===== src/csrf_map.vh =====
/*
 * Register offsets, field positions, reset values and ALU operation codes for
 * the core status and power-control register bank.
 * Assumes a 9-bit data address space of four banks of 128 addresses each.
 */
`ifndef CSRF_MAP_VH
`define CSRF_MAP_VH

// Data address space.
`define CSRF_ADDR_W          9
`define CSRF_BANK_OFS_W      7
`define CSRF_DATA_W          8

// Register offsets.
`define CSRF_STATUS_OFS      7'h03
`define CSRF_POWER_CONTROL_RESET_FLAGS_ADDR       9'h08e

// Status register fields.
`define CSRF_ST_IND_BANK     7
`define CSRF_ST_DIR_HI       6
`define CSRF_ST_DIR_LO       5
`define CSRF_ST_WDT_EXP      4
`define CSRF_ST_PWRDN        3
`define CSRF_ST_ZERO         2
`define CSRF_ST_NIB_CARRY    1
`define CSRF_ST_CARRY        0
`define CSRF_ST_RESET        8'h18

// Power-control register fields.
`define CSRF_PC_OSC_FAST     3
`define CSRF_PC_POR          1
`define CSRF_PC_BOR          0
`define CSRF_PC_RESET        8'h08
`define CSRF_PC_IMPL_MASK    8'h0b

// ALU operation codes.
`define CSRF_OP_W            3
`define CSRF_OP_ADD          3'h0
`define CSRF_OP_SUB          3'h1
`define CSRF_OP_RLF          3'h2
`define CSRF_OP_RRF          3'h3
`define CSRF_OP_ZONLY        3'h4

`endif


===== src/csrf_core_status.v =====
/*
 * Core status register and power-control register of a small 8-bit core,
 * with the ALU flag generation, the bank select logic and the reset flags.
 * Assumes every input is synchronous to clk_sys and that the core drives
 * the register port and the ALU operation in the same cycle when an
 * instruction both computes flags and writes its result to a register.
 */
`include "csrf_map.vh"
`default_nettype none

//////////////////////////////////////////////////////////////////////////////
// Summary of operation
// - Flag-updating instruction writing status keeps ALU values of the flags it updates; write data sets none of zero, nibble carry, carry.
// - Watchdog expiry and powerdown flags cannot be changed by register writes.
// - Clear-file on status zeroes upper three bits, sets zero, keeps others.
// - Indirect bank select bit 7 picks banks 2,3 when set, 0,1 when clear.
// - Direct bank select bits 6-5 pick bank 0 to 3, 128 addresses each.
// - Watchdog expiry flag reads 1 after power-up, refresh or sleep; 0 on expiry.
// - Powerdown flag reads 1 after power-up or refresh, 0 after sleep.
// - Nibble carry is carry out of bit 3; borrow polarity inverted.
// - Carry is carry out of bit 7 for add and subtract; borrow inverted.
// - Subtraction adds the two's complement of the second operand.
// - Rotates load carry with the bit shifted out of the source.
// - Status answers at its offset in all four banks.
// - Oscillator speed bit 3 selects fast rate when set, slow when clear.
// - Power-on flag cleared by power-on reset, stays clear until written 1.
// - Brownout flag cleared by brownout reset, stays clear until written 1.
// - With brownout detector disabled the brownout flag follows no rule.
// - Unimplemented power-control bits 7-4 and 2 read as zero.
module csrf_core_status #(
	parameter DATA_W = `CSRF_DATA_W,
	parameter ADDR_W = `CSRF_ADDR_W
) (
	// Clock and reset.
	input  wire              clk_sys,
	input  wire              rst_b,
	// Register port.
	input  wire [ADDR_W-1:0] reg_addr,
	input  wire [DATA_W-1:0] reg_wdata,
	input  wire              reg_wr,
	input  wire              reg_rd,
	output reg  [DATA_W-1:0] reg_rdata_q,
	// ALU operation.
	input  wire              alu_valid,
	input  wire [2:0]        alu_op,
	input  wire [DATA_W-1:0] alu_a,
	input  wire [DATA_W-1:0] alu_b,
	output reg  [DATA_W-1:0] alu_result_q,
	// Power and reset events.
	input  wire              watchdog_refresh_instruction,
	input  wire              sleep_instruction,
	input  wire              watchdog_expiry,
	input  wire              power_on_event,
	input  wire              brownout_event,
	input  wire              brownout_detector_enable,
	// Data addressing.
	input  wire              indirect_access,
	input  wire [6:0]        direct_offset,
	input  wire [7:0]        indirect_pointer,
	output reg  [ADDR_W-1:0] data_addr_q,
	// Status outputs.
	output reg  [DATA_W-1:0] status_q,
	output reg               internal_osc_speed_select_q,
	output reg               por_flag_q,
	output reg               brownout_flag_q
);

	//////////////////////////////////////////////////////////////////////////
	// Address decode.

	wire                     sel_status;
	wire                     sel_power_control_reset_flags;
	wire                     wr_status;
	wire                     wr_power_control_reset_flags;

	assign sel_status = (reg_addr[`CSRF_BANK_OFS_W-1:0] == `CSRF_STATUS_OFS);
	assign sel_power_control_reset_flags   = (reg_addr == `CSRF_POWER_CONTROL_RESET_FLAGS_ADDR);
	assign wr_status  = reg_wr & sel_status;
	assign wr_power_control_reset_flags    = reg_wr & sel_power_control_reset_flags;

	//////////////////////////////////////////////////////////////////////////
	// ALU flag generation.

	reg  [DATA_W-1:0]        alu_res_d;
	reg  [DATA_W-1:0]        sub_operand;
	reg  [DATA_W:0]          full_sum;
	reg  [4:0]               nib_sum;
	reg                      carry_d;
	reg                      nib_carry_d;
	reg                      zero_d;
	reg                      upd_carry;
	reg                      upd_nib_carry;
	reg                      upd_zero;

	always @* begin
		sub_operand   = ~alu_b;
		full_sum      = 9'h000;
		nib_sum       = 5'h00;
		alu_res_d     = alu_a;
		carry_d       = status_q[`CSRF_ST_CARRY];
		nib_carry_d   = status_q[`CSRF_ST_NIB_CARRY];
		upd_carry     = 1'b0;
		upd_nib_carry = 1'b0;
		upd_zero      = 1'b0;
		case (alu_op)
			`CSRF_OP_ADD: begin
				full_sum      = {1'b0, alu_a} + {1'b0, alu_b};
				nib_sum       = {1'b0, alu_a[3:0]} + {1'b0, alu_b[3:0]};
				alu_res_d     = full_sum[DATA_W-1:0];
				carry_d       = full_sum[DATA_W];
				nib_carry_d   = nib_sum[4];
				upd_carry     = 1'b1;
				upd_nib_carry = 1'b1;
				upd_zero      = 1'b1;
			end
			`CSRF_OP_SUB: begin
				full_sum      = {1'b0, alu_a} + {1'b0, sub_operand} + 9'h001;
				nib_sum       = {1'b0, alu_a[3:0]} + {1'b0, sub_operand[3:0]} + 5'h01;
				alu_res_d     = full_sum[DATA_W-1:0];
				carry_d       = full_sum[DATA_W];
				nib_carry_d   = nib_sum[4];
				upd_carry     = 1'b1;
				upd_nib_carry = 1'b1;
				upd_zero      = 1'b1;
			end
			`CSRF_OP_RLF: begin
				alu_res_d = {alu_a[DATA_W-2:0], status_q[`CSRF_ST_CARRY]};
				carry_d   = alu_a[DATA_W-1];
				upd_carry = 1'b1;
			end
			`CSRF_OP_RRF: begin
				alu_res_d = {status_q[`CSRF_ST_CARRY], alu_a[DATA_W-1:1]};
				carry_d   = alu_a[0];
				upd_carry = 1'b1;
			end
			`CSRF_OP_ZONLY: begin
				alu_res_d = alu_a;
				upd_zero  = 1'b1;
			end
			default: begin
				alu_res_d = alu_a;
			end
		endcase
		zero_d = (alu_res_d == 8'h00);
	end

	//////////////////////////////////////////////////////////////////////////
	// Status register next value.

	reg  [DATA_W-1:0]        status_d;

	always @* begin
		status_d = status_q;
		if (wr_status) begin
			status_d[`CSRF_ST_IND_BANK] = reg_wdata[`CSRF_ST_IND_BANK];
			status_d[`CSRF_ST_DIR_HI]   = reg_wdata[`CSRF_ST_DIR_HI];
			status_d[`CSRF_ST_DIR_LO]   = reg_wdata[`CSRF_ST_DIR_LO];
			if (!(alu_valid && (upd_zero || upd_nib_carry || upd_carry))) begin
				status_d[`CSRF_ST_ZERO]      = reg_wdata[`CSRF_ST_ZERO];
				status_d[`CSRF_ST_NIB_CARRY] = reg_wdata[`CSRF_ST_NIB_CARRY];
				status_d[`CSRF_ST_CARRY]     = reg_wdata[`CSRF_ST_CARRY];
			end
		end
		if (alu_valid) begin
			if (upd_zero) begin
				status_d[`CSRF_ST_ZERO] = zero_d;
			end
			if (upd_nib_carry) begin
				status_d[`CSRF_ST_NIB_CARRY] = nib_carry_d;
			end
			if (upd_carry) begin
				status_d[`CSRF_ST_CARRY] = carry_d;
			end
		end
		if (watchdog_refresh_instruction) begin
			status_d[`CSRF_ST_WDT_EXP] = 1'b1;
			status_d[`CSRF_ST_PWRDN]   = 1'b1;
		end
		if (sleep_instruction) begin
			status_d[`CSRF_ST_WDT_EXP] = 1'b1;
			status_d[`CSRF_ST_PWRDN]   = 1'b0;
		end
		if (watchdog_expiry) begin
			status_d[`CSRF_ST_WDT_EXP] = 1'b0;
		end
	end

	//////////////////////////////////////////////////////////////////////////
	// Power-control register next value.

	reg                      osc_fast_d;
	reg                      por_flag_d;
	reg                      bor_flag_d;

	always @* begin
		osc_fast_d = internal_osc_speed_select_q;
		por_flag_d = por_flag_q;
		bor_flag_d = brownout_flag_q;
		if (wr_power_control_reset_flags) begin
			osc_fast_d = reg_wdata[`CSRF_PC_OSC_FAST];
			por_flag_d = reg_wdata[`CSRF_PC_POR];
			bor_flag_d = reg_wdata[`CSRF_PC_BOR];
		end
		if (power_on_event) begin
			por_flag_d = 1'b0;
		end
		if (brownout_event && brownout_detector_enable) begin
			bor_flag_d = 1'b0;
		end
	end

	//////////////////////////////////////////////////////////////////////////
	// Read data.

	reg  [DATA_W-1:0]        rdata_d;
	reg  [DATA_W-1:0]        power_control_reset_flags_view;

	always @* begin
		power_control_reset_flags_view = 8'h00;
		power_control_reset_flags_view[`CSRF_PC_OSC_FAST] = internal_osc_speed_select_q;
		power_control_reset_flags_view[`CSRF_PC_POR]      = por_flag_q;
		power_control_reset_flags_view[`CSRF_PC_BOR]      = brownout_flag_q;
		power_control_reset_flags_view = power_control_reset_flags_view & `CSRF_PC_IMPL_MASK;
		rdata_d   = 8'h00;
		if (reg_rd && sel_status) begin
			rdata_d = status_q;
		end else if (reg_rd && sel_power_control_reset_flags) begin
			rdata_d = power_control_reset_flags_view;
		end
	end

	//////////////////////////////////////////////////////////////////////////
	// Data address composition.

	reg  [ADDR_W-1:0]        data_addr_d;

	always @* begin
		if (indirect_access) begin
			data_addr_d = {status_q[`CSRF_ST_IND_BANK], indirect_pointer};
		end else begin
			data_addr_d = {status_q[`CSRF_ST_DIR_HI:`CSRF_ST_DIR_LO],
				direct_offset};
		end
	end

	//////////////////////////////////////////////////////////////////////////
	// Registers.

	always @(posedge clk_sys or negedge rst_b) begin
		if (!rst_b) begin
			status_q                    <= `CSRF_ST_RESET;
			internal_osc_speed_select_q <= 1'b1;
			por_flag_q                  <= 1'b0;
			brownout_flag_q             <= 1'b0;
			reg_rdata_q                 <= 8'h00;
			alu_result_q                <= 8'h00;
			data_addr_q                 <= 9'h000;
		end else begin
			status_q                    <= status_d;
			internal_osc_speed_select_q <= osc_fast_d;
			por_flag_q                  <= por_flag_d;
			brownout_flag_q             <= bor_flag_d;
			reg_rdata_q                 <= rdata_d;
			alu_result_q                <= alu_res_d;
			data_addr_q                 <= data_addr_d;
		end
	end

endmodule

`default_nettype wire


===== config.mk =====
export PLATFORM = sky130hd
export DESIGN_NAME = csrf_core_status
export DESIGN_NICKNAME = d
export VERILOG_FILES = /design/src/csrf_core_status.v
export VERILOG_INCLUDE_DIRS = /design/src
export SDC_FILE = /design/constraint.sdc
export NUM_CORES = 1
export LEC_CHECK = 0
export BUFFER_PORTS_ARGS = -buffer_cell sky130_fd_sc_hd__buf_2
export CAP_MARGIN = 0
export CORE_UTILIZATION = 52
export DETAILED_ROUTE_END_ITERATION = 12
export PLACE_DENSITY = 0.95
export SLEW_MARGIN = 20
export SYNTH_ARGS = -nofsm -noshare
export SYNTH_HDL_FRONTEND = slang
export SYNTH_SLANG_ARGS = --single-unit

===== constraint.sdc =====
create_clock -name clk_sys -period 2.2 [get_ports clk_sys]
set_clock_uncertainty 0.05 [all_clocks]
set_input_delay 0.33 -clock clk_sys [delete_from_list [all_inputs] [get_ports clk_sys]]
set_output_delay 0.33 -clock clk_sys [all_outputs]
set_load 0.01 [all_outputs]

==> flow_summary.yaml <==
status:
  outcome: "finished clean"
final_layout:
  area.growth.synth_to_final_pct: 39.2
  nFillCells: 286
  antennaDiodeCount: 0
  nNetsFinal: 453
  drive_gt1_share_pct: 49.2
  layout_common_cells: "buf_2, dfrtp_1, buf_4"
  layout_commonest_cell: "buf_2"
sta:
  hold_ws_ps: 50.2
  rsz0062_at_grt: "yes"
  setup_viol_count_final: 0
  period_minus_slack_ps: 2160
  final.period_utilization_pct: 98.1
  worst_slack_ps: 42.0
  hold_viol: 0
  fmax_ghz: 0.463
  worstMarginPinSlew_ps: 755
  final-max-slew-violation-count: 0
  slew_headroom_pct: 49.7
logic_synthesis:
  ys.flop_type: "dfrtp_1"
  synthesis.nets: 324
  synth_cell_types: 55
  yosys.area.top_type: "dfrtp_1"
  syn_avg_cell_area_um2: 9.98
  ys_seq_area_share_pct: 37.5
  synth_edf_count: 0
  synth_top_area_share_pct: 34.2
  yosysWarnings: 0
  synth_cells: 242
  synth-seq-cells: 36
  syn-cell-area_um2: 2410
  async_flop_share_pct: 100
  ys_top_cells_by_area: "dfrtp_1, ha_1, mux2_2, mux2i_1, inv_1"
worst_setup_path:
  end_kind: "flop"
  worstSetupPathType: "input port to flop"
  critPathArrivalTime_ps: 2310
  critPathLaunch: "alu_a[0]"
  cp.required_ps: 2350
  setup.worst_path.start_class: "input port"
  reg2reg_from: "status_q[0]$_DFFE_PN0P_"
  cp_max_fo: 3
clock_tree:
  cts_buffer_depth: 2
  htreeDepth: 2
  cts_tree: "yes"
  cts_root_buf: "clkbuf_8"
  clkSlewWorstSetupHoldPaths_ps: 70
  clock_latency_ps: 290
  cts.sinks: 36
  numCtsBuffers: 5
drt:
  wl_per_cell_um: 17.2
  vias_per_cell: 5.79
  vias: 2456
  routed_wl_um: 7290
  drt_pass1_iterations: 4
  ant_nets: 0
  drc: 0
  first_iter_violations: 122
grt:
  antenna_found_initial: 0
  grt_max_degree: 37
  grt_use_met2_pct: 55.7
  track_usage_pct: 29.7
  grt_overflow: 0
  use_met3_pct: 3.90
  grt_pass1_wl_um: 11300
  met1_usage_pct: 33.0
  busiest_layer: "met2"
  grt_pass1_vias: 2376
die:
  row_count: 24
  io_pins: 99
  core-area_um2: 4410
  die-area_um2: 4920
  die_h_um: 70.1
  start_util_pct: 54.7
  die_w_um: 70.1
flow_run:
  maxCapViolCount: 0
placed_design:
  gp_congestion: 0.982
  port_buffers: 97
  pre_cts_ws_ps: -337
  dp_hpwl_um: 5490
power_and_ir_drop:
  p_per_area_nw_per_um2: 552
  ir_worst_vdd_mv: 0.281
  leakagePower_uw: 0.00176
worst_hold_path:
  hold_path.class: "input port to async pin"
==> stage by stage <==
stage	utilization (%)	instance area, um^2	TNS [ps]	power, uW	instances
2_1_floorplan	-	2430	0	999	242
3_3_place_gp	72.0	3180	-671	1230	415
3_5_place_dp	72.0	3180	-950	1250	415
4_1_cts	74.9	3310	0	1830	424
5_1_grt	76.1	3360	-96.2	1930	424
6_report	76.1	3360	0	1860	424
==> cell usage after synthesis (6+ instances only) <==
cell type	number
dfrtp_1	33
inv_1	24
ha_1	17
mux2_2	14
nand2_1	13
nor2_1	13
o21ai_0	12
a21oi_1	11
mux2i_1	10
nor3_1	6
xnor2_1	6
==> logic make-up after synthesis <==
family,Yosys count,share of synthesized area [%]
AO/OA/AOI/OAI,58,17.2
XOR/XNOR,6,2.18
adder cells (fa/ha/maj),19,10.5
buffers and inverters,31,4.97
flip-flops,36,37.5
multiplexers,25,11.6
AND/OR/NAND/NOR,67,16.2
==> routing by layer <==
metal  vias up  part of all wire [%]
li1       1131                     -
met1      1168                    37
met2       128                    53
met3        29                   5.8
met4         0                   4.1
met5         -                     0
==> registers in the layout, indices dropped and copies added (netlist names) <==
| register | flops |
|---|---|
| brownout_flag_q | 1 |
| internal_osc_speed_select_q | 1 |
| data_addr_q | 9 |
| reg_rdata_q | 8 |
| por_flag_q | 1 |
| alu_result_q | 8 |
| status_q | 8 |
==> report_power, final <==
group | switching, uW | total, uW | internal, uW | leakage [uW]
Combinational | 289 | 549 | 259 | 0.00125
Clock | 243 | 578 | 335 | 0.0000541
Sequential | 20.5 | 728 | 708 | 0.000451
Total | 553 | 1860 | 1300 | 0.00176
==> worst paths after layout <==
| check | end | slack [ps] | cells after the start |
|---|---|---|---|
| max | status_q[2]$_DFF_PN0_ | 40 | 11 |
| min | brownout_flag_q$_DFFE_PN0P_ | 50 | 1 |
| max reg2reg | status_q[2]$_DFF_PN0_ | 610 | 6 |
| min reg2reg | status_q[3]$_DFFE_PN1P_ | 460 | 2 |
| max in group asynchronous | data_addr_q[3]$_DFF_PN0_ | 1560 | 1 |
| min in group clk_sys | status_q[4]$_DFFE_PN1P_ | 100 | 2 |
==> what timing repair did <==
item                                    4_1_cts  5_1_grt
buffers inserted                              1        0
endpoints found under the setup margin        1        2
pin swaps                                     2        5
hold buffers                                  0        0
gates resized for setup                       4       14
==> worst max-delay path, stage by stage <==
cell	delay (ps)
buf_2	110
ha_2	190
inv_1	50
fa_2	340
or2_1	230
a221oi_2	280
o31a_1	200
nand2_2	60
a211oi_2	170
o211ai_1	130
o32ai_2	200
==> layout make-up <==
| type | instances | area (um^2) | share of cell area (%) |
|---|---|---|---|
| timing repair buffer | 129 | 736 | 21.9 |
| multi-input combinational | 175 | 1450 | 43.3 |
| clock buffer | 5 | 68.8 | 2.05 |
| clock inverter | 3 | 42.5 | 1.27 |
| sequential | 36 | 905 | 26.9 |
| inverter | 24 | 90.1 | 2.68 |
| tap | 52 | 65.1 | 1.94 |
Note: power is estimated with default switching activity, not from simulation.
